--- config.mk ---
export PLATFORM = sky130hd
export DESIGN_NAME = ppaux_bank
export DESIGN_NICKNAME = d
export VERILOG_FILES = /design/src/rtl/ppaux_pkg.sv /design/src/rtl/ppaux_bank.sv
export VERILOG_INCLUDE_DIRS = /design/src /design/src/rtl
export SDC_FILE = /design/constraint.sdc
export NUM_CORES = 1
export LEC_CHECK = 0
export BUFFER_PORTS_ARGS = -buffer_cell sky130_fd_sc_hd__buf_4
export CAP_MARGIN = 5
export CORE_MARGIN = 3
export CORE_UTILIZATION = 55
export CTS_CLUSTER_SIZE = 28
export DETAILED_ROUTE_END_ITERATION = 10
export PLACE_DENSITY = 0.84
export SYNTH_ARGS = -nofsm -noshare
export SYNTH_HDL_FRONTEND = slang
export SYNTH_SLANG_ARGS = --single-unit
--- constraint.sdc ---
create_clock -name pclk -period 3.3 [get_ports pclk]
set_clock_uncertainty 0.2 [all_clocks]
set_input_delay 0.66 -clock pclk [delete_from_list [all_inputs] [get_ports pclk]]
set_output_delay 0.66 -clock pclk [all_outputs]
set_load 0.1 [all_outputs]
--- src/rtl/ppaux_defines.svh ---
// Purpose: offsets, field positions, reset values of the port auxiliary bank
// Assumes: APB byte addresses, one 32-bit word per register
// Notes: register indices are word numbers; the byte address is four times the index
`ifndef PPAUX_DEFINES_SVH
`define PPAUX_DEFINES_SVH
`define PPAUX_IDX_SETUP 8'h1A
`define PPAUX_IDX_DATA 8'h1C
`define PPAUX_IDX_LOOP 8'h22
`define PPAUX_IDX_LINK 8'h26
`define PPAUX_IDX_SYMERR 8'h2A
`define PPAUX_IDX_IRQ 8'h36
`define PPAUX_MODE_MSB 15
`define PPAUX_MODE_LSB 14
`define PPAUX_DEVAD_MSB 4
`define PPAUX_LOOP_BIT 8
`define PPAUX_LOOP_RST 16'h00F4
`define PPAUX_SETUP_RST 16'h0000
`define PPAUX_DATA_RST 16'h0000
`define PPAUX_CNT_RST 16'h0000
`define PPAUX_EN_RST 8'h00
`define PPAUX_ADDR_W 10
`endif

--- src/rtl/ppaux_pkg.sv ---
// Purpose: types of the port auxiliary bank
// Assumes: nothing
// Notes: mode encoding follows the setup register field
package ppaux_pkg;
   typedef enum logic [1:0] {
      PPAUX_MODE_REG = 2'h0,
      PPAUX_MODE_DATA = 2'h1,
      PPAUX_MODE_INC_RW = 2'h2,
      PPAUX_MODE_INC_WR = 2'h3
   } ppaux_mode_type;
   typedef struct packed {
      logic [15:0] setup_reg;
      logic [15:0] mmd_addr_reg;
      logic [15:0] loop_reg;
      logic [15:0] symerr_reg;
      logic [7:0] irq_en_reg;
      logic [7:0] irq_sts_reg;
      logic [31:0] prdata_reg;
      logic mmd_wr_reg;
      logic mmd_rd_reg;
      logic [15:0] mmd_wdata_reg;
      logic [4:0] mmd_dev_reg;
      logic [15:0] mmd_reg_addr_reg;
      logic [1:0] link_sync_reg;
      logic [1:0] frm_sync_reg;
      logic [15:0] ev_sync1_reg;
      logic [7:0] ev_sync2_reg;
      logic [7:0] ev_prev_reg;
      logic frm_prev_reg;
   } ppaux_state_type;
endpackage

--- src/rtl/ppaux_bank.sv ---
// Purpose: per-port auxiliary register bank with indirect MMD access
// Assumes: event and link inputs are levels from the PHY core, async to pclk
// Notes: MMD storage lives outside; this block issues one-cycle access strobes
`timescale 1ns/1ps
`include "ppaux_defines.svh"
//
// Summary of operation
// - Mode 00: data register accesses read or write the stored MMD register address.
// - Mode 01: data register accesses MMD data; stored address unchanged.
// - Mode 10: data access, address advances after every read and write.
// - Mode 11: data access, address advances after writes only.
// - Setup bits 4:0 select the target MMD, reset zero.
// - Data register returns or updates data at the stored address in modes 01 to 11, reset zero.
// - Loopback bit 8 set sends received line data back out the port.
// - Sixteen-bit counter of frames with symbol errors, cleared on read.
// - Jabber enable bit 15, latched status bit 7.
// - Receive error enable bit 14, latched status bit 6.
// - Page received enable bit 13, latched status bit 5.
// - Parallel detect fault enable bit 12, latched status bit 4.
// - Link partner acknowledge enable bit 11, latched status bit 3.
// - Link down enable bit 10, latched status bit 2.
// - Remote fault enable bit 9, latched status bit 1.
// - Link up enable bit 8, latched status bit 0.
// - Status bits read-only, set on event, clear on read, reset zero.
// - Page received status latches high until read.
module ppaux_bank (
   input wire logic pclk,
   input wire logic presetn,
   input wire logic psel,
   input wire logic penable,
   input wire logic pwrite,
   input wire logic [11:0] paddr,
   input wire logic [31:0] pwdata,
   input wire logic [3:0] pstrb,
   output logic [31:0] prdata,
   output logic pready,
   output logic pslverr,
   input wire logic link_up_100,
   input wire logic symerr_frame,
   input wire logic [7:0] event_in,
   output logic loopback_en,
   output logic [4:0] mmd_dev,
   output logic [15:0] mmd_reg_addr,
   output logic [15:0] mmd_wdata,
   output logic mmd_wr,
   output logic mmd_rd,
   input wire logic [15:0] mmd_rdata,
   output logic port_irq
);
   import ppaux_pkg::*;

   ppaux_state_type cur_reg, nxt_next;
   logic access;
   logic [`PPAUX_ADDR_W-1:0] idx;
   logic mapped;
   logic inc;
   logic [15:0] rd_val;
   logic [7:0] ev_rise;
   logic frm_rise;
   ppaux_mode_type mode;

   assign access = psel & penable;
   assign idx = paddr[11:2];
   assign mode = ppaux_mode_type'(cur_reg.setup_reg[`PPAUX_MODE_MSB:`PPAUX_MODE_LSB]);
   // Edge detect sits after the third event stage and the second frame stage
   assign ev_rise = cur_reg.ev_sync2_reg & ~cur_reg.ev_prev_reg;
   assign frm_rise = cur_reg.frm_sync_reg[1] & ~cur_reg.frm_prev_reg;

   always_comb begin
      mapped = 1'b1;
      rd_val = 16'h0000;
      case (idx)
         `PPAUX_ADDR_W'(`PPAUX_IDX_SETUP): rd_val = cur_reg.setup_reg;
         `PPAUX_ADDR_W'(`PPAUX_IDX_DATA): begin
            if (mode == PPAUX_MODE_REG) begin
               rd_val = cur_reg.mmd_addr_reg;
            end else begin
               rd_val = mmd_rdata;
            end
         end
         `PPAUX_ADDR_W'(`PPAUX_IDX_LOOP): rd_val = cur_reg.loop_reg;
         `PPAUX_ADDR_W'(`PPAUX_IDX_LINK): rd_val = {15'h0000, cur_reg.link_sync_reg[1]};
         `PPAUX_ADDR_W'(`PPAUX_IDX_SYMERR): rd_val = cur_reg.symerr_reg;
         `PPAUX_ADDR_W'(`PPAUX_IDX_IRQ): rd_val = {cur_reg.irq_en_reg, cur_reg.irq_sts_reg};
         default: mapped = 1'b0;
      endcase
   end

   always_comb begin
      nxt_next = cur_reg;
      inc = 1'b0;
      nxt_next.mmd_wr_reg = 1'b0;
      nxt_next.mmd_rd_reg = 1'b0;
      nxt_next.link_sync_reg = {cur_reg.link_sync_reg[0], link_up_100};
      nxt_next.frm_sync_reg = {cur_reg.frm_sync_reg[0], symerr_frame};
      nxt_next.ev_sync1_reg = {cur_reg.ev_sync1_reg[7:0], event_in};
      nxt_next.ev_sync2_reg = cur_reg.ev_sync1_reg[15:8];
      nxt_next.ev_prev_reg = cur_reg.ev_sync2_reg;
      nxt_next.frm_prev_reg = cur_reg.frm_sync_reg[1];
      if (access) begin
         nxt_next.prdata_reg = {16'h0000, rd_val};
      end
      // Clear on read first, so a same-cycle event below still sets
      if (access && !pwrite && idx == `PPAUX_ADDR_W'(`PPAUX_IDX_IRQ)) begin
         nxt_next.irq_sts_reg = 8'h00;
      end
      if (access && !pwrite && idx == `PPAUX_ADDR_W'(`PPAUX_IDX_SYMERR)) begin
         nxt_next.symerr_reg = `PPAUX_CNT_RST;
      end
      if (access && pwrite && pstrb[0] && pstrb[1]) begin
         case (idx)
            `PPAUX_ADDR_W'(`PPAUX_IDX_SETUP): nxt_next.setup_reg = pwdata[15:0];
            `PPAUX_ADDR_W'(`PPAUX_IDX_LOOP): nxt_next.loop_reg = {pwdata[15:2], 2'b00};
            `PPAUX_ADDR_W'(`PPAUX_IDX_IRQ): nxt_next.irq_en_reg = pwdata[15:8];
            `PPAUX_ADDR_W'(`PPAUX_IDX_DATA): begin
               if (mode == PPAUX_MODE_REG) begin
                  nxt_next.mmd_addr_reg = pwdata[15:0];
               end else begin
                  nxt_next.mmd_wr_reg = 1'b1;
                  nxt_next.mmd_wdata_reg = pwdata[15:0];
                  inc = (mode != PPAUX_MODE_DATA);
               end
            end
            default: ;
         endcase
      end
      if (access && !pwrite && idx == `PPAUX_ADDR_W'(`PPAUX_IDX_DATA)
          && mode != PPAUX_MODE_REG) begin
         nxt_next.mmd_rd_reg = 1'b1;
         inc = (mode == PPAUX_MODE_INC_RW);
      end
      // Strobes carry the address used by this access; advance afterwards
      if (nxt_next.mmd_wr_reg || nxt_next.mmd_rd_reg) begin
         nxt_next.mmd_dev_reg = cur_reg.setup_reg[`PPAUX_DEVAD_MSB:0];
         nxt_next.mmd_reg_addr_reg = cur_reg.mmd_addr_reg;
      end
      if (inc) begin
         nxt_next.mmd_addr_reg = cur_reg.mmd_addr_reg + 16'h0001;
      end
      // Counter saturates rather than wrapping to hide overflow
      if (frm_rise && nxt_next.symerr_reg != 16'hFFFF) begin
         nxt_next.symerr_reg = nxt_next.symerr_reg + 16'h0001;
      end
      nxt_next.irq_sts_reg = nxt_next.irq_sts_reg | ev_rise;
   end

   always_ff @(posedge pclk or negedge presetn) begin
      if (!presetn) begin
         cur_reg <= '0;
         cur_reg.setup_reg <= `PPAUX_SETUP_RST;
         cur_reg.mmd_addr_reg <= `PPAUX_DATA_RST;
         cur_reg.loop_reg <= `PPAUX_LOOP_RST;
         cur_reg.symerr_reg <= `PPAUX_CNT_RST;
         cur_reg.irq_en_reg <= `PPAUX_EN_RST;
      end else begin
         cur_reg <= nxt_next;
      end
   end

   assign prdata = cur_reg.prdata_reg;
   assign pready = 1'b1;
   assign pslverr = access & ~mapped;
   assign loopback_en = cur_reg.loop_reg[`PPAUX_LOOP_BIT];
   assign mmd_dev = cur_reg.mmd_dev_reg;
   assign mmd_reg_addr = cur_reg.mmd_reg_addr_reg;
   assign mmd_wdata = cur_reg.mmd_wdata_reg;
   assign mmd_wr = cur_reg.mmd_wr_reg;
   assign mmd_rd = cur_reg.mmd_rd_reg;
   assign port_irq = |(cur_reg.irq_sts_reg & cur_reg.irq_en_reg);
endmodule

======== Word-level counts from Yosys, hierarchy flattened ========
Index checks and enable logic that the tools add are counted.
word-level totals
  register bits after elaboration ......... 170
  bits in read-only memories .............. 0
  latch bits .............................. 0
  bits in writable memories ............... 0
  memories ................................ 0
operators by class
  reduce and logical (&&, ||, !) cells .... 23
  bitwise logic cells ..................... 10
  equality and inequality tests ........... 9
  $mul .................................... 0
  $lt $le $gt $ge ......................... 0
  shift operators ......................... 0
  mux-type cells .......................... 19
  div/mod/pow operators ................... 0
  $add $sub $neg .......................... 2
operators with widths
  kind                                                   number
  2-to-1 mux 16 bit                                      7
  one-hot mux 16 bit (6 select lines)                    1
  equality test 10 x 6 -> 1 bit (second input constant)  4
  adder 16 x 1 -> 16 bit (second input constant)         2
  2-to-1 mux 32 bit                                      1
  equality test 10 x 5 -> 1 bit (second input constant)  2
  AND 8 bit                                              2
  != test 16 bit (second input constant)                 1
  logical AND 1 bit                                      9
  2-to-1 mux 1 bit                                       9
  2-to-1 mux 8 bit                                       1
  inverter 8 bit                                         1
  bitwise OR 8 bit                                       1
  nonzero test 2 bit                                     4
  OR reduction 8 bit                                     1
  AND reduction 2 bit                                    3
  AND reduction 3 bit                                    2
  OR reduction 6 bit                                     1
  AND 1 bit                                              3
  inverter 1 bit                                         3
  equality test 2 bit (second input constant)            1
  zero test 2 bit                                        1
  != test 2 x 1 -> 1 bit (second input constant)         1
  zero test 1 bit                                        1
  logical OR 1 bit                                       1

======== Depth between registers and ports, before layout ========
Gate-level depths: netlist (run 1).
  depth in word-level cells ............... 8
  depth in mapped cells ................... 8

======== Least setup slack after synthesis (run 1) ========
OpenSTA, ideal clock, no wires.
  kind .................................... input port to output port
  start ................................... in paddr[5]
  end ..................................... out pslverr
  slack ................................... -0.492 ns
  stages .................................. 6
  arrival time ............................ 2.932 ns
  cells stage by stage .................... clkbuf_1 -> and3b_1 -> and2_0 -> clkbuf_1 -> o31a_1 -> nor2_1
between the ends
  longest elaborated chain between the ends .. 5
  elaborated cells between the ends (all ways) .. 10
  classes of those cells .................. eq/ne (6); mux (1); bitwise (2); reduce/logical (1)
RTL lines
  element                                                                                line               source
  start, declared                                                                        ppaux_bank.sv:32   input wire logic [11:0] paddr,
  equality test 10 x 6 -> 1 bit / equality test 10 x 5 -> 1 bit (equally long branches)  ppaux_bank.sv:72   case (idx)
  OR reduction 6 bit (no source line) (*)                                                -
  2-to-1 mux 1 bit (*)                                                                   ppaux_bank.sv:72
  inverter 1 bit (*)                                                                     ppaux_bank.sv:162  assign pslverr = access & ~mapped;
  AND 1 bit (*)                                                                          ppaux_bank.sv:162
  end, declared                                                                          ppaux_bank.sv:37   output logic pslverr,
Every way passes the cells marked *; elsewhere a longest branch is shown, timed or not.

======== Worst setup path in the final report (run 1) ========
Same ends and word-level chain as after synthesis.

==> results of run 1 <==
-- stage by stage --
| stage | area, µm² | power [W] |
|---|---|---|
| finish | 9280 | 0.00472 |
| floorplan | 8050 | 0.00268 |
| detailed placement | 8730 | 0.00287 |
| global route | 9280 | 0.00487 |
| global placement | 8730 | 0.00284 |
| CTS | 9280 | 0.00474 |
-- final timing paths --
path | to | slack [ps]
max | pslverr | 430
min | mmd_wdata[0] | 40
max reg2reg | cur_reg[165] | 740
min reg2reg | cur_reg[34] | 150
max in group asynchronous | cur_reg[145] | 1980
min in group pclk | cur_reg[20] | 130
-- layout make-up --
type                       instances  area [µm²]  area share [%]
timing repair buffer             141        1110            12.0
clock buffer                      21         460            4.96
multi-input combinational        421        3070            33.1
clock inverter                     9        93.8            1.01
inverter                          16        60.1           0.647
tap                              180         225            2.43
sequential                       170        4260            45.9
-- synth_stat cells, drive strengths merged (6+ instances only) --
cell type | n | area share, %
a21oi | 29 | 1.8
nor2b | 7 | 0.55
a211oi | 10 | 0.94
buf | 74 | 7.0
o21ai | 21 | 1.3
a22oi | 14 | 1.3
nand3 | 24 | 1.5
clkbuf | 29 | 1.4
and4 | 6 | 0.66
nor2 | 32 | 1.5
a221o | 13 | 1.6
nand4 | 8 | 0.63
nand2 | 48 | 2.3
mux2 | 86 | 13
inv | 16 | 0.75
and2 | 7 | 0.55
nor4 | 7 | 0.81
dfrtp | 165 | 52
o22a | 10 | 1.1
and3 | 10 | 0.78
mux2i | 7 | 0.88
-- report_power, final --
group | internal, W | total (W) | switching [W]
registers | 0.00217 | 0.00226 | 0.0000910
logic | 0.000176 | 0.000573 | 0.000397
clock network | 0.00108 | 0.00189 | 0.000810
total | 0.00342 | 0.00472 | 0.00130
-- layer usage --
| layer | wire length [µm] | track usage, % | up-vias | share of wire [%] |
|---|---|---|---|---|
| met2 | 9750 | 41.2 | 287 | 47 |
| met4 | 451 | 8.39 | 0 | 2.2 |
| met1 | 8780 | 35.9 | 2987 | 43 |
| li1 | - | - | 2555 | - |
| met3 | 1660 | 6.86 | 34 | 8.1 |
| met5 | 0 | 0 | - | 0 |
-- critical path, cell delays in order --
cell	delay, ps
buf_4	200
and3b_1	240
and2_0	180
o31a_1	330
nor2_4	90
buf_4	290
-- kinds of logic (layout without fill, tap and decap cells) --
family	count (synthesis)	count (layout)	share of synthesized area [%]
AO/OA/AOI/OAI	129	129	11.4
XOR/XNOR	9	9	0.987
adder cells (fa/ha/maj)	1	1	0.157
buffers and inverters	119	187	9.15
flip-flops	170	170	53.4
multiplexers	93	93	13.4
other	2	17	0.0940
AND/OR/NAND/NOR	172	172	11.4
==> run summary, run 1 <==
outcome: complete, no violations
Crit. End Element: primary output
layout cells sized above 1: 35.0%
cts bufs inserted: 17
largest net degree at the start of global routing: 74
Hold Path Class: primary input to asynchronous set/reset pin
post-cts sizing count: 0
Reg-to-Reg Start: cur_reg[187]
peak supply drop: 0.000398 V
Die H: 126 µm
Final Core Density: 66.1%
Worst Reg-to-Reg Cells: 5
Synth Area per Inst: 11.5 µm²
post-synthesis register bit count: 170
Final Max Tran Viols: 0
setup TNS: 0 ps
Least-Margin Pin Slew: 674 ps
worst hold margin: 41.4 ps
drt pass-1 iters: 5
TritonCTS clock tree: built
Die Wd: 126 µm
DP Cell Count: 928
Critical Path Source Type: primary input
Nets: 847
dpl ws: 220 ps
clock transition at the registers of the reported paths: 60 ps
Distinct cells, synth: 62
gr ovfl total: 0
crit path DAT: 2010 ps
mapped cell area: 7990 µm²
Async SR Flop Fraction: 100%
top_reg_cell synth: dfrtp_1
antenna viol nets, final: 0
number of antenna diodes: 0
commonest non-fill, non-tap cell in the layout: dfrtp_1
initial antenna violation count: 0
die area: 16000 µm²
unrepaired setup endpoints after global routing: false
P per Cell Area: 509 nW/µm²
via count: 5863
final wirelength: 20600 µm
vias in the first global route: 5887
Post-Synthesis Cells: 695
GRT Total Usage: 26.2%
starting density of the core: 56.9%
GPL Wtd Cong: 0.927
Max Fclk: 349 MHz
detailed-placement wirelength estimate: 15100 µm
LEAKAGE: 4.43 nW
IO Port Bufs: 116
fin crit period: 2870 ps
Post-synth EDFFs: 0
max cap viols: 0
Crit. Startpoint: paddr[5]
drt initial violations: 597
core area: 14000 µm²
Clock Path Buffers: 2
Clock Tree Root: clkbuf_16
Final period util: 86.9%
max reg flops: 114
number of H-tree levels: 4
Seq/Total Area, Yosys: 53.4%
Synthesis Warnings: 0
Avg WL per Cell: 21.5 µm
# setup viols final: 0
Area Growth Syn to Fin: 16.2%
DRC: 0
hold buffers post-CTS: 0
CTS sink cnt: 170
Layout Cells excl Fill: 958
Final Hold Fails: 0
Slew HR: 55.1%
clock latency on the worst-skew pair: 440 ps
largest fanout on the critical path: 21
DR vias/cell: 6.12
row count: 43
most frequent cells in the layout: dfrtp_1 (165), buf_4 (136), mux2_2 (77), nand2_1 (48), nor2_1 (31)
Req. time, crit path: 2440 ps
# IOs: 154
filler instances: 1072
CP Class: primary input to primary output
first-pass GRT wire length: 32500 µm
Post-CTS Setup Bufs: 0
final setup margin: 432 ps
(Power assumes the default switching activity.)
==> run 2: changes to the inputs <==
--- a/config.mk
+++ b/config.mk
@@ -9,10 +9,10 @@
 export BUFFER_PORTS_ARGS = -buffer_cell sky130_fd_sc_hd__buf_4
 export CAP_MARGIN = 5
 export CORE_MARGIN = 3
-export CORE_UTILIZATION = 55
+export CORE_UTILIZATION = 50
 export CTS_CLUSTER_SIZE = 28
 export DETAILED_ROUTE_END_ITERATION = 10
-export PLACE_DENSITY = 0.84
+export PLACE_DENSITY = 0.81
 export SYNTH_ARGS = -nofsm -noshare
 export SYNTH_HDL_FRONTEND = slang
 export SYNTH_SLANG_ARGS = --single-unit
==> constraint.sdc (replaced) <==
create_clock -name pclk -period 2.5 [get_ports pclk]
set_clock_uncertainty 0.2 [all_clocks]
set_input_delay 0.5 -clock pclk [delete_from_list [all_inputs] [get_ports pclk]]
set_output_delay 0.5 -clock pclk [all_outputs]
set_load 0.1 [all_outputs]
==> run 2 against run 1 <==
Non-clock buffer count increased by 36. Core utilization decreased by 3.6 points. Sequential power is 31% higher. Worst setup slack worse by 420 ps. Hold slack gained 53 ps. Global-route usage shrank 3.4 points. Clock-buffer cell count fell by 3. Cell count is 7.2% higher. Sequential cell count unchanged. Largest cell class unchanged.
==> run summary, run 2 (synthesis results as in run 1) <==
outcome: complete, no violations
max reg flops: 114 (unchanged)
layout cells sized above 1: 36.9% (+1.9 points)
Final Hold Fails: 0 (unchanged)
final wirelength: 19700 µm (-4.7%)
unrepaired setup endpoints after global routing: true
placed cell area: 8950 µm² (+2.6%)
drt initial violations: 578 (-3.2%)
most frequent cells in the layout: dfrtp_1 (165), buf_4 (158), mux2_2 (77), nand2_1 (48), nor2_1 (30)
gr ovfl total: 0 (unchanged)
Critical Path Source Type: primary input
clock transition at the registers of the reported paths: 60 ps (about the same)
DRC: 0 (unchanged)
Final period util: 99.7%
Total Power: 0.00623 W (+32%)
TritonCTS clock tree: built
row count: 45 (+4.7%)
cts bufs inserted: 17 (unchanged)
Die Wd: 132 µm (+4.7%)
via count: 5911 (+0.82%)
number of H-tree levels: 4 (unchanged)
detailed-placement wirelength estimate: 14400 µm (-4.3%)
clock latency on the worst-skew pair: 430 ps (about the same)
IO Port Bufs: 116 (unchanged)
Clock Path Buffers: 2 (unchanged)
CP Class: primary input to primary output
Req. time, crit path: 1800 ps (-640 ps)
Max Fclk: 401 MHz
vias in the first global route: 5715 (-2.9%)
Top delay family on crit path: simple AND/OR/NAND/NOR gates
antenna viol nets, final: 0 (unchanged)
peak supply drop: 0.000691 V (+74%)
largest net degree at the start of global routing: 55 (-26%)
drt pass-1 iters: 5 (unchanged)
CTS sink cnt: 170 (unchanged)
Area Growth Syn to Fin: 20.7%
fin crit period: 2490 ps
DR vias/cell: 5.76 (-6.0%)
WP buf/inv: 2 (unchanged)
number of antenna diodes: 0 (unchanged)
LEAKAGE: 4.60 nW (+3.9%)
cell area after layout: 9640 µm² (+3.9%)
Slew HR: 65.0% (+10 points)
starting density of the core: 51.8% (-5.1 points)
largest fanout on the critical path: 3 (-86%)
GPL Wtd Cong: 0.897 (-3.2%)
crit path DAT: 1790 ps (-220 ps)
Least-Margin Pin Slew: 523 ps (-151 ps)
Clock Tree Root: clkbuf_16
initial antenna violation count: 0 (unchanged)
GRT Total Usage: 22.8% (-3.4 points)
# IOs: 154 (unchanged)
worst path cell trace: buf_6, or4_4, nor2_4, o31a_1, nor2_4, buf_12
Crit. End Element: primary output
Final Core Density: 62.5% (-3.6 points)
setup TNS: 0 ps (unchanged)
critical path's largest stage delay: 570 ps (+240 ps)
P per Cell Area: 646 nW/µm² (+27%)
Final Max Tran Viols: 0 (unchanged)
max cap viols: 0 (unchanged)
Hold Path Class: primary input to flip-flop
Slowest-stage cell, CP: or4_4
Nets: 883 (+4.3%)
commonest non-fill, non-tap cell in the layout: dfrtp_1
Avg WL per Cell: 19.2 µm (-11%)
core area: 15400 µm² (+9.9%)
Die H: 132 µm (+4.7%)
Crit path top cell by count: nor2_4
first-pass GRT wire length: 31200 µm (-4.0%)
die area: 17500 µm² (+9.5%)
# setup viols final: 0 (unchanged)
[run 2: power breakdown]
group / total [W] / internal [W] / switching (W)
Clock: 0.00247 / 0.00137 / 0.00110
Sequential: 0.00297 / 0.00287 / 0.000108
Combinational: 0.000779 / 0.000257 / 0.000522
[run 2: path summary, 6_finish.rpt]
kind / startpoint / end / slack (ps) / depth (start not counted)
worst min-delay path: pwrite / mmd_rd / 90 / 2
worst max register to register: cur_reg[186] / cur_reg[157] / 220 / 5
max in group asynchronous: presetn / cur_reg[31] / 1080 / 3
worst max-delay path: paddr[8] / pslverr / 8 / 6
min in group asynchronous: presetn / cur_reg[19] / 340 / 2
worst min register to register: cur_reg[32] / cur_reg[16] / 150 / 0
[run 2: what timing repair did]
action | 4_1_cts | 5_1_grt
setup endpoints to repair | 1 | 1
resized for setup | 5 | 2
buffers inserted | 1 | 0
hold endpoints to repair | 43 | 0
hold buffers | 11 | 0
pin swaps | 1 | 1
[run 2: final cells by class]
cell class / count / area, µm²
inverters: 16 / 60.1
clock buffers: 18 / 429
clock inverters: 14 / 123
well taps: 211 / 264
flip-flops and latches: 170 / 4260
fillers: 1229 / 5790
multi-input cells: 421 / 3080
repair buffers: 177 / 1430
[run 2: through the flow]
step / hold slack, ps / std cells / setup slack (ps)
global route: 67.6 / 1027 / -4.80
global placement: 132 / 984 / -307
detailed placement: 135 / 984 / -331
floorplan: 4.41 / 710 / -411
finish: 94.7 / 1027 / 7.89
CTS: 71.1 / 1027 / 4.89
[run 2: metal layers]
layer  wire (µm)  part of all wire, %  vias up  global-route usage (%)
met4         495                  2.5        0                    7.04
met3        1550                  7.9       41                    7.29
li1            -                    -     2636                       -
met2        9500                   48      272                    36.0
met5           0                    0        -                       0
met1        8130                   41     2962                    30.2
